[src/hdl/rsc_defines.svh]
// Offsets, field positions, reset values and timing counts for reset_startup_control
// Included by rsc_top and the bench top; definitions only
`ifndef RSC_DEFINES_SVH
`define RSC_DEFINES_SVH

// Register byte offsets
`define RSC_OFF_PWR 12'h000
`define RSC_OFF_RUNRST 12'h004
`define RSC_OFF_FLAGCTL 12'h008
`define RSC_OFF_STATUS 12'h00c

// Field positions
`define RSC_PWR_MULT_LSB 0
`define RSC_PWR_DIV_LSB 6
`define RSC_RUNRST_EN_BIT 0
`define RSC_FLAGCTL_MS_BIT 0
`define RSC_FLAGCTL_PU_LSB 1

// Reset values
`define RSC_PWR_MULT_RST 6'h10
`define RSC_PWR_DIV_RST 2'h0
`define RSC_RESET_VECTOR 32'h0009_0000

// Lock delay in reference clock cycles
`define RSC_PLL_LOCK_CYCLES 4096
`define RSC_LOCK_LAST 12'hfff

`endif

[src/hdl/rsc_pkg.sv]
// Types for reset_startup_control
// Used by name only, never imported
package rsc_pkg;

  typedef enum logic [1:0] {
    st_reset = 2'b00,
    st_lock = 2'b01,
    st_run = 2'b10
  } rsc_state_e;

  typedef struct packed {
    rsc_state_e state;
    logic [11:0] cnt;
    logic [1:0] boot_mode;
    logic [1:0] clk_ratio;
    logic [5:0] mult;
    logic [1:0] div;
    logic runrst_en;
    logic ms_mode;
    logic [1:0] pu_sel;
    logic [1:0] pu_out;
    logic core_run;
    logic fetch_start;
    logic [31:0] fetch_addr;
    logic rst_pin_o;
    logic rst_pin_oe_n;
    logic mem_sel_two_n;
    logic mem_sel_three_n;
    logic tap_reset;
    logic pready;
    logic pslverr;
    logic [31:0] prdata;
  } rsc_state_s;

endpackage

[src/hdl/rsc_sync.sv]
// Two flip-flop synchroniser for a bundle of pin levels
// Assumes each bit is an independent level; resets to all zeros
`timescale 1ns/100ps
`default_nettype none

module rsc_sync #(
  parameter int unsigned W = 1
) (
  // Clock and reset
  input wire logic clk,
  input wire logic rst_n,
  // Levels
  input wire logic [W-1:0] d,
  output logic [W-1:0] q
);

  typedef struct packed {
    logic [W-1:0] meta;
    logic [W-1:0] sync;
  } rsc_sync_s;

  rsc_sync_s s_q;
  rsc_sync_s s_d;

  always_comb begin
    s_d.meta = d;
    s_d.sync = s_q.meta;
  end

  always_ff @(posedge clk or negedge rst_n) begin
    if (!rst_n) begin
      s_q <= '0;
    end else begin
      s_q <= s_d;
    end
  end

  assign q = s_q.sync;

endmodule

`default_nettype wire

[src/hdl/rsc_top.sv]
// Start-up and reset control: reset pin, straps, lock delay, running reset, memory selects
// Assumes pclk is the continuous reference clock; pins are asynchronous to it
`timescale 1ns/100ps
`default_nettype none
`include "rsc_defines.svh"

module rsc_top (
  // Clock and reset
  input wire logic pclk,
  input wire logic presetn,
  // APB slave
  input wire logic psel,
  input wire logic penable,
  input wire logic pwrite,
  input wire logic [11:0] paddr,
  input wire logic [31:0] pwdata,
  output logic [31:0] prdata,
  output logic pready,
  output logic pslverr,
  // Pins
  input wire logic reset_pin_n,
  input wire logic [1:0] boot_cfg,
  input wire logic [1:0] clk_cfg,
  input wire logic trst_n,
  input wire logic reset_output_i,
  output logic reset_output_o,
  output logic reset_output_oe_n,
  output logic memory_select_two_n,
  output logic memory_select_three_n,
  output logic [1:0] ms_pullup_en,
  // Core side
  input wire logic mem_req,
  input wire logic [1:0] mem_bank,
  output logic core_run,
  output logic core_fetch_start,
  output logic [31:0] core_fetch_addr,
  output logic [1:0] boot_mode,
  output logic [1:0] startup_ratio,
  output logic [5:0] pll_mult,
  output logic [1:0] pll_div,
  output logic tap_reset
);

  function automatic logic bank_sel(input logic req, input logic [1:0] bank, input logic [1:0] tgt);
    bank_sel = req && (bank == tgt);
  endfunction

  logic [6:0] pins_s;
  logic ext_rst_n_s;
  logic [1:0] boot_s;
  logic [1:0] clk_s;
  logic trst_n_s;
  logic runrst_s;
  logic hold;
  logic setup;
  logic wr;
  rsc_pkg::rsc_state_s s_q;
  rsc_pkg::rsc_state_s s_d;

  rsc_sync #(
    .W(7)
  ) u_sync (
    .clk(pclk),
    .rst_n(presetn),
    .d({reset_pin_n, boot_cfg, clk_cfg, trst_n, reset_output_i}),
    .q(pins_s)
  );

  assign ext_rst_n_s = pins_s[6];
  assign boot_s = pins_s[5:4];
  assign clk_s = pins_s[3:2];
  assign trst_n_s = pins_s[1];
  assign runrst_s = pins_s[0];
  // Core held by the reset pin or, when enabled, by the running-reset pin
  assign hold = !ext_rst_n_s || (s_q.runrst_en && !runrst_s);
  assign setup = psel && !penable;
  assign wr = psel && penable && s_q.pready && pwrite;

  always_comb begin
    s_d = s_q;
    s_d.fetch_start = 1'b0;
    unique case (s_q.state)
      rsc_pkg::st_reset: begin
        s_d.core_run = 1'b0;
        s_d.cnt = '0;
        s_d.boot_mode = boot_s;
        s_d.clk_ratio = clk_s;
        s_d.mult = `RSC_PWR_MULT_RST;
        s_d.div = `RSC_PWR_DIV_RST;
        if (!hold) begin
          s_d.state = rsc_pkg::st_lock;
        end
      end
      rsc_pkg::st_lock: begin
        s_d.cnt = s_q.cnt + 12'h001;
        if (s_q.cnt == `RSC_LOCK_LAST) begin
          s_d.state = rsc_pkg::st_run;
          s_d.core_run = 1'b1;
          s_d.fetch_start = 1'b1;
        end
      end
      rsc_pkg::st_run: begin
      end
      default: begin
        s_d.state = rsc_pkg::st_reset;
      end
    endcase
    if (hold) begin
      s_d.state = rsc_pkg::st_reset;
      s_d.core_run = 1'b0;
      s_d.cnt = '0;
    end
    if (!ext_rst_n_s) begin
      s_d.runrst_en = 1'b0;
      s_d.ms_mode = 1'b0;
      s_d.pu_sel = 2'h0;
    end
    // APB: answer in first access cycle, update at access edge
    s_d.pready = setup;
    if (setup) begin
      s_d.pslverr = 1'b0;
      s_d.prdata = '0;
      unique case (paddr)
        `RSC_OFF_PWR: s_d.prdata = {24'h000000, s_q.div, s_q.mult};
        `RSC_OFF_RUNRST: s_d.prdata = {31'h00000000, s_q.runrst_en};
        `RSC_OFF_FLAGCTL: s_d.prdata = {29'h00000000, s_q.pu_sel, s_q.ms_mode};
        `RSC_OFF_STATUS: s_d.prdata = {24'h000000, runrst_s, s_q.core_run, s_q.clk_ratio,
                                       s_q.boot_mode, s_q.state};
        default: s_d.pslverr = 1'b1;
      endcase
    end
    if (wr && ext_rst_n_s) begin
      if (paddr == `RSC_OFF_PWR && s_q.state == rsc_pkg::st_run) begin
        s_d.mult = pwdata[`RSC_PWR_MULT_LSB +: 6];
        s_d.div = pwdata[`RSC_PWR_DIV_LSB +: 2];
      end
      if (paddr == `RSC_OFF_RUNRST) begin
        s_d.runrst_en = pwdata[`RSC_RUNRST_EN_BIT];
      end
      if (paddr == `RSC_OFF_FLAGCTL) begin
        s_d.ms_mode = pwdata[`RSC_FLAGCTL_MS_BIT];
        s_d.pu_sel = pwdata[`RSC_FLAGCTL_PU_LSB +: 2];
      end
    end
    s_d.fetch_addr = `RSC_RESET_VECTOR;
    s_d.pu_out = s_d.ms_mode ? s_d.pu_sel : 2'h0;
    s_d.rst_pin_o = (s_d.state == rsc_pkg::st_run);
    s_d.rst_pin_oe_n = s_d.runrst_en;
    s_d.mem_sel_two_n = !(s_q.ms_mode && bank_sel(mem_req, mem_bank, 2'h2));
    s_d.mem_sel_three_n = !(s_q.ms_mode && bank_sel(mem_req, mem_bank, 2'h3));
    s_d.tap_reset = !trst_n_s;
  end

  always_ff @(posedge pclk or negedge presetn) begin
    if (!presetn) begin
      s_q <= '0;
      s_q.mult <= `RSC_PWR_MULT_RST;
      s_q.div <= `RSC_PWR_DIV_RST;
      s_q.fetch_addr <= `RSC_RESET_VECTOR;
      s_q.rst_pin_oe_n <= 1'b0;
      s_q.mem_sel_two_n <= 1'b1;
      s_q.mem_sel_three_n <= 1'b1;
      s_q.tap_reset <= 1'b1;
    end else begin
      s_q <= s_d;
    end
  end

  assign prdata = s_q.prdata;
  assign pready = s_q.pready;
  assign pslverr = s_q.pslverr;
  assign reset_output_o = s_q.rst_pin_o;
  assign reset_output_oe_n = s_q.rst_pin_oe_n;
  assign memory_select_two_n = s_q.mem_sel_two_n;
  assign memory_select_three_n = s_q.mem_sel_three_n;
  assign ms_pullup_en = s_q.pu_out;
  assign core_run = s_q.core_run;
  assign core_fetch_start = s_q.fetch_start;
  assign core_fetch_addr = s_q.fetch_addr;
  assign boot_mode = s_q.boot_mode;
  assign startup_ratio = s_q.clk_ratio;
  assign pll_mult = s_q.mult;
  assign pll_div = s_q.div;
  assign tap_reset = s_q.tap_reset;
endmodule

`default_nettype wire

[config.mk]
export PLATFORM = sky130hd
export DESIGN_NAME = rsc_top
export DESIGN_NICKNAME = d
export VERILOG_FILES = /design/src/hdl/rsc_pkg.sv /design/src/hdl/rsc_sync.sv /design/src/hdl/rsc_top.sv
export VERILOG_INCLUDE_DIRS = /design/src /design/src/hdl
export SDC_FILE = /design/constraint.sdc
export NUM_CORES = 1
export LEC_CHECK = 0
export BUFFER_PORTS_ARGS = -buffer_cell sky130_fd_sc_hd__buf_2
export CAP_MARGIN = 5
export CORE_ASPECT_RATIO = 1.75
export CORE_MARGIN = 8
export CORE_UTILIZATION = 44
export CTS_BUF_LIST = sky130_fd_sc_hd__clkbuf_8
export CTS_CLUSTER_SIZE = 8
export DETAILED_ROUTE_END_ITERATION = 8
export PLACE_DENSITY = 0.82
export SLEW_MARGIN = 20
export SYNTH_ARGS = -nofsm -noshare
export SYNTH_HDL_FRONTEND = slang
export SYNTH_SLANG_ARGS = --single-unit
[constraint.sdc]
create_clock -name pclk -period 2.4 [get_ports pclk]
set_input_delay 0.12 -clock pclk [delete_from_list [all_inputs] [get_ports pclk]]
set_output_delay 0.12 -clock pclk [all_outputs]
set_load 0.01 [all_outputs]
# ---- Yosys cells after proc, flatten, opt, wreduce, memory -nomap -nowiden
# Cells that the tools add are included.
dict set report totals {
  reg_bits 86
  latchBits 0
  ram_bits 0
  mem_bits_ro 0
  input_bits 59
  output_inout_bits 87
  elab_cells 72
  mem_count 0
}
dict set report classes {
  add_sub_neg 1
  mul 0
  n_div 0
  magnitude_cmp 0
  n_eq_ne 10
  shifts 0
  mux 17
  bitwise 0
  n_reduce_logical 23
}
# op n
set op_table {}
lappend op_table {{case mux 8 bit (4 select lines)} 1}
lappend op_table {{equality test 12 x 4 -> 1 bit (second input constant)} 2}
lappend op_table {{case mux 12 bit (2 select lines)} 1}
lappend op_table {{two-way mux 8 bit} 2}
lappend op_table {{two-way mux 14 bit} 1}
lappend op_table {{adder 12 x 1 -> 12 bit (second input constant)} 1}
lappend op_table {{equality test 12 bit (second input constant)} 1}
lappend op_table {{equality test 12 x 3 -> 1 bit (second input constant)} 1}
lappend op_table {{logical NOT 12 bit} 1}
lappend op_table {{two-way mux 12 bit} 1}
lappend op_table {{logical AND 1 bit} 11}
lappend op_table {{equality test 2 bit (second input constant)} 4}
lappend op_table {{logical NOT 1 bit} 6}
lappend op_table {{two-way mux 2 bit} 3}
lappend op_table {{case mux 2 bit (3 select lines)} 1}
lappend op_table {{two-way mux 1 bit} 4}
lappend op_table {{two-way mux 4 bit} 1}
lappend op_table {{OR reduction 4 bit} 1}
lappend op_table {{two-way mux 3 bit} 1}
lappend op_table {{inequality test 3 bit (second input constant)} 1}
lappend op_table {{nonzero test 3 bit} 1}
lappend op_table {{equality test 2 x 1 -> 1 bit (second input constant)} 1}
lappend op_table {{logical NOT 2 bit} 1}
lappend op_table {{case mux 1 bit (2 select lines)} 1}
lappend op_table {{2 further kinds} 2}

# ---- Logic depth before layout (Yosys ltp)
dict set report depth {
  depth_word 6
  depth_mapped 6
  mapped_depth_nobuf 5
}

# ---- Hierarchy
# A second synthesis with hierarchy kept.
dict set report unflattened {
  cells_unflattened 305
  area_unflattened_um2 3245.6
}
# module n_inst cells_per_inst area_per_inst_um2 seq_area_each_um2
set by_module_without_submodules {}
lappend by_module_without_submodules {rsc_top 1 291 2895.3 1206.2}
lappend by_module_without_submodules {rsc_sync 1 14 350.3 350.3}

# ---- Worst setup path after synthesis
# No wires, ideal clock.
dict set report synth_timing {
  path_kind {input -> register}
  start {in paddr[1]}
  end {reg s_q (netlist bit pll_div[0])}
  setup_ns 0.125
  arrival_time_ns 1.585
  required_time_ns 2.275
  setup_slack_ns 0.690
  cell_stages 4
  n_path_buf 0
  cell_sequence {or4_4 nor4_4 nand4_4 mux2_2}
}
# item line_no
set synth_rtl {}
lappend synth_rtl {{from (decl)} rsc_top.sv:15} ;# input wire logic [11:0] paddr,
lappend synth_rtl {{to (decl)} rsc_top.sv:57} ;# rsc_pkg::rsc_state_s s_q;

# ---- Worst setup path in the final report
dict set report layout_timing {
  start {reg s_q[91] (netlist bit)}
  end {reg s_q (netlist bit core_run)}
}
dict set report layout_between {
  elab_chain_len 3
}
# item
set layout_rtl {}
lappend layout_rtl {{equality test 12 bit (no source line)}}
lappend layout_rtl {{inequality test 3 bit (no source line)}}
lappend layout_rtl {{AND reduction 2 bit (no source line)}}
# No other way between the ends.
# A chain may end at the register's enable or synchronous reset.

==> impl_metrics.json <==
{
  "syn_area_um2": 3240,
  "synth_common_cells": "buf_4 (78), dfrtp_1 (58), nand2_1 (23)",
  "pre_cts_slack_ns": 0.407,
  "crit_path_end": "core_run",
  "core_area_um2": 7180,
  "min_path_type": "in -> reg",
  "gp_congestion": 0.796,
  "initial_core_util_pct": 45.1,
  "cap_violations": 0,
  "postLayoutSetupSlackWorst_ns": 0.579,
  "final_cell_area_um2": 3630,
  "start_kind": "flip-flop",
  "cp_slowest_cell": "nor4_1",
  "grtUsageTotal_pct": 13.4,
  "vias": 2209,
  "synthCells": 303,
  "setup_tns_ns": 0,
  "grt_max_degree": 23,
  "avgSynthCellArea_um2": 10.7,
  "synth.most_common_cell": "buf_4",
  "crit_type": "reg -> reg",
  "synth_ff_type": "dfrtp_1",
  "detail-route-antenna-nets": 0,
  "post-route-period-util_pct": 75.9,
  "status": "complete, no violations",
  "synth-edff-count": 0,
  "fp-row-count": 41,
  "rr_worst_depth": 5,
  "die_h_um": 130,
  "rsz0062_at_grt": "no",
  "synth_area_leaders": "dfrtp_1 (45%), buf_4 (18%), mux2_2 (4.2%)",
  "first_pass_iters": 4,
  "drive_gt1_share_pct": 29.5,
  "ys_seq_area_share_pct": 48.0,
  "grt_overflow": 0,
  "ys_async_sr_fraction_pct": 100,
  "io_pins": 146,
  "antenna_found_initial": 0,
  "grt_pass1_vias": 2382,
  "dpl-instance-area_um2": 3280,
  "yosysTopAreaCell": "dfrtp_1",
  "yosysWarnings": 0,
  "synth-seq-cells": 62,
  "grt_pass1_wl_mm": 10.9,
  "clockBufferDepth": 2,
  "setup_viol": 0,
  "antenna_cells": 0,
  "max_freq_ghz": 0.549,
  "dp_hpwl_mm": 5.28,
  "hold_viol_final": 0,
  "cts.sinks": 62,
  "drc": 0,
  "p_per_area_nw_per_um2": 590,
  "crit_path_end_kind": "flip-flop",
  "cp.arrival_ns": 2.08,
  "via_per_inst": 4.85,
  "reg2reg_from": "s_q[91]",
  "worst_pin_slew_ns": 0.671,
  "die_area_um2": 10500,
  "ff2ff_setup_slack_ns": 0.58,
  "maxSlewViolCount": 0,
  "yosysUniqueCellTypes": 44,
  "synth_top_area_share_pct": 44.8,
  "wl_per_cell_um": 15.0,
  "post-route-min-period_ns": 1.82,
  "die_w_um": 80.9,
  "p_leak_nw": 1.88,
  "root_buffer": "clkbuf_8",
  "fin_skew_ns": 0.00773,
  "clk_latency_ns": 0.34,
  "numPortBuffers": 65,
  "max-slew-margin-rel_pct": 54.8,
  "crit_path_cell_trace": "ha_1 -> nand3_1 -> nor4_1 -> nor2_1 -> nor3_1",
  "path_max_fanout": 6,
  "initialDrtViolationCount": 148,
  "cts_setup_buffers": 0,
  "cts.clk_slew.worst_paths_ns": 0.07,
  "area.growth.synth_to_final_pct": 12.0,
  "r2r_end": "core_run",
  "wirelength_mm": 6.84,
  "final_nets": 424,
  "worstPathRequired_ns": 2.66,
  "cts_tree": "yes",
  "slowest_delay_ns": 0.65,
  "cts.htree.levels": 3,
  "startpoint": "s_q[91]",
  "vdd_drop_max_mv": 0.235,
  "cts_made_buffers": 9
}
[per-layer routing]
layer / wire length [um] / up-vias / track usage [%]
met1: 2340 / 1044 / 13.3
li1: - / 1022 / -
met2: 3530 / 119 / 22.3
met5: 0 / - / 0
met4: 295 / 0 / 9.52
met3: 679 / 24 / 4.72
[stage by stage]
stage | power, mW | instances | util, % | hold WS [ns]
finish | 2.14 | 455 | 50.5 | 0.0228
global route | 2.24 | 455 | 50.5 | 0.00665
CTS | 2.17 | 455 | 50.5 | 0.000327
detailed placement | 1.27 | 424 | 45.7 | 0.103
global placement | 1.27 | 424 | 45.7 | 0.0956
floorplan | 1.27 | 357 | - | -0.176
[worst min-delay path by stage]
stage | from | cells after the start | slack, ns | endpoint
floorplan | presetn | 0 | -0.18 | boot_mode[0]
global placement | presetn | 1 | 0.1 | u_sync.s_d[1]
detailed placement | presetn | 1 | 0.10 | u_sync.s_d[2]
CTS | pwdata[7] | 2 | 0.0003 | pll_div[1]
global route | pwdata[7] | 2 | 0.007 | pll_div[1]
finish | pwdata[7] | 2 | 0.02 | pll_div[1]
[flip-flops by register name (all words and copies together) (netlist names)]
register / cells
u_sync.q: 7
reset_output_o: 1
pll_div: 2
memory_select_three_n: 1
core_run: 1
pready: 1
prdata: 8
u_sync.s_d: 7
tap_reset: 1
core_fetch_start: 1
ms_pullup_en: 2
boot_mode: 2
s_q: 17
startup_ratio: 2
reset_output_oe_n: 1
memory_select_two_n: 1
pslverr: 1
pll_mult: 6
[report_power, final]
| part | total [mW] | internal [mW] | switching (mW) | leakage, nW |
|---|---|---|---|---|
| Sequential | 1.09 | 1.07 | 0.0193 | 0.804 |
| Combinational | 0.184 | 0.0659 | 0.118 | 0.976 |
| Clock | 0.868 | 0.460 | 0.408 | 0.0986 |
| Total | 2.14 | 1.60 | 0.545 | 1.88 |
[layout make-up]
cell class	count	area [um^2]
Fill cell	666	3550
Timing Repair Buffer	84	505
Clock buffer	12	165
Inverter	11	41.3
Tap cell	86	108
Sequential cell	62	1560
Multi-Input combinational cell	196	1220
Clock inverter	4	30.0
[critical path, delay by kind of cell, from the launching register on]
family | cells | cell delay, ns
DFF | 1 | 0.44
and+or+nand+nor | 4 | 1.05
adders and majority gates | 1 | 0.24
[cells in the final DEF, fill, tap and decap left out, drive strengths merged, types with 7 or more instances in the layout]
cell type,n
mux2,12
buf,69
conb,56
o21ai,8
clkbuf,12
dlygate4sd3,15
nor2,8
o31ai,8
dfrtp,58
nand2,23
nand3,9
inv,11
mux2i,11
a22oi,7
[kinds of logic (layout without fill, tap and decap cells)]
group                      count (synthesis)  count (layout)  share of synthesized area, %
buffers and inverters                     99             111                          20.5
and+or+nand+nor                           73              73                          13.4
DFF                                       62              62                          48.0
AOI/OAI and AO/OA                         40              40                          8.65
muxes                                     24              24                          8.26
other                                      2              56                         0.232
xor gates and xnor gates                   2               2                         0.541
adders and majority gates                  1               1                         0.386
[repair_timing]
item,4_1_cts,5_1_grt
hold endpoints to repair,32,0
hold buffers,15,0
resized for setup,0,0
No activity file was read; power rests on OpenSTA's default activity.
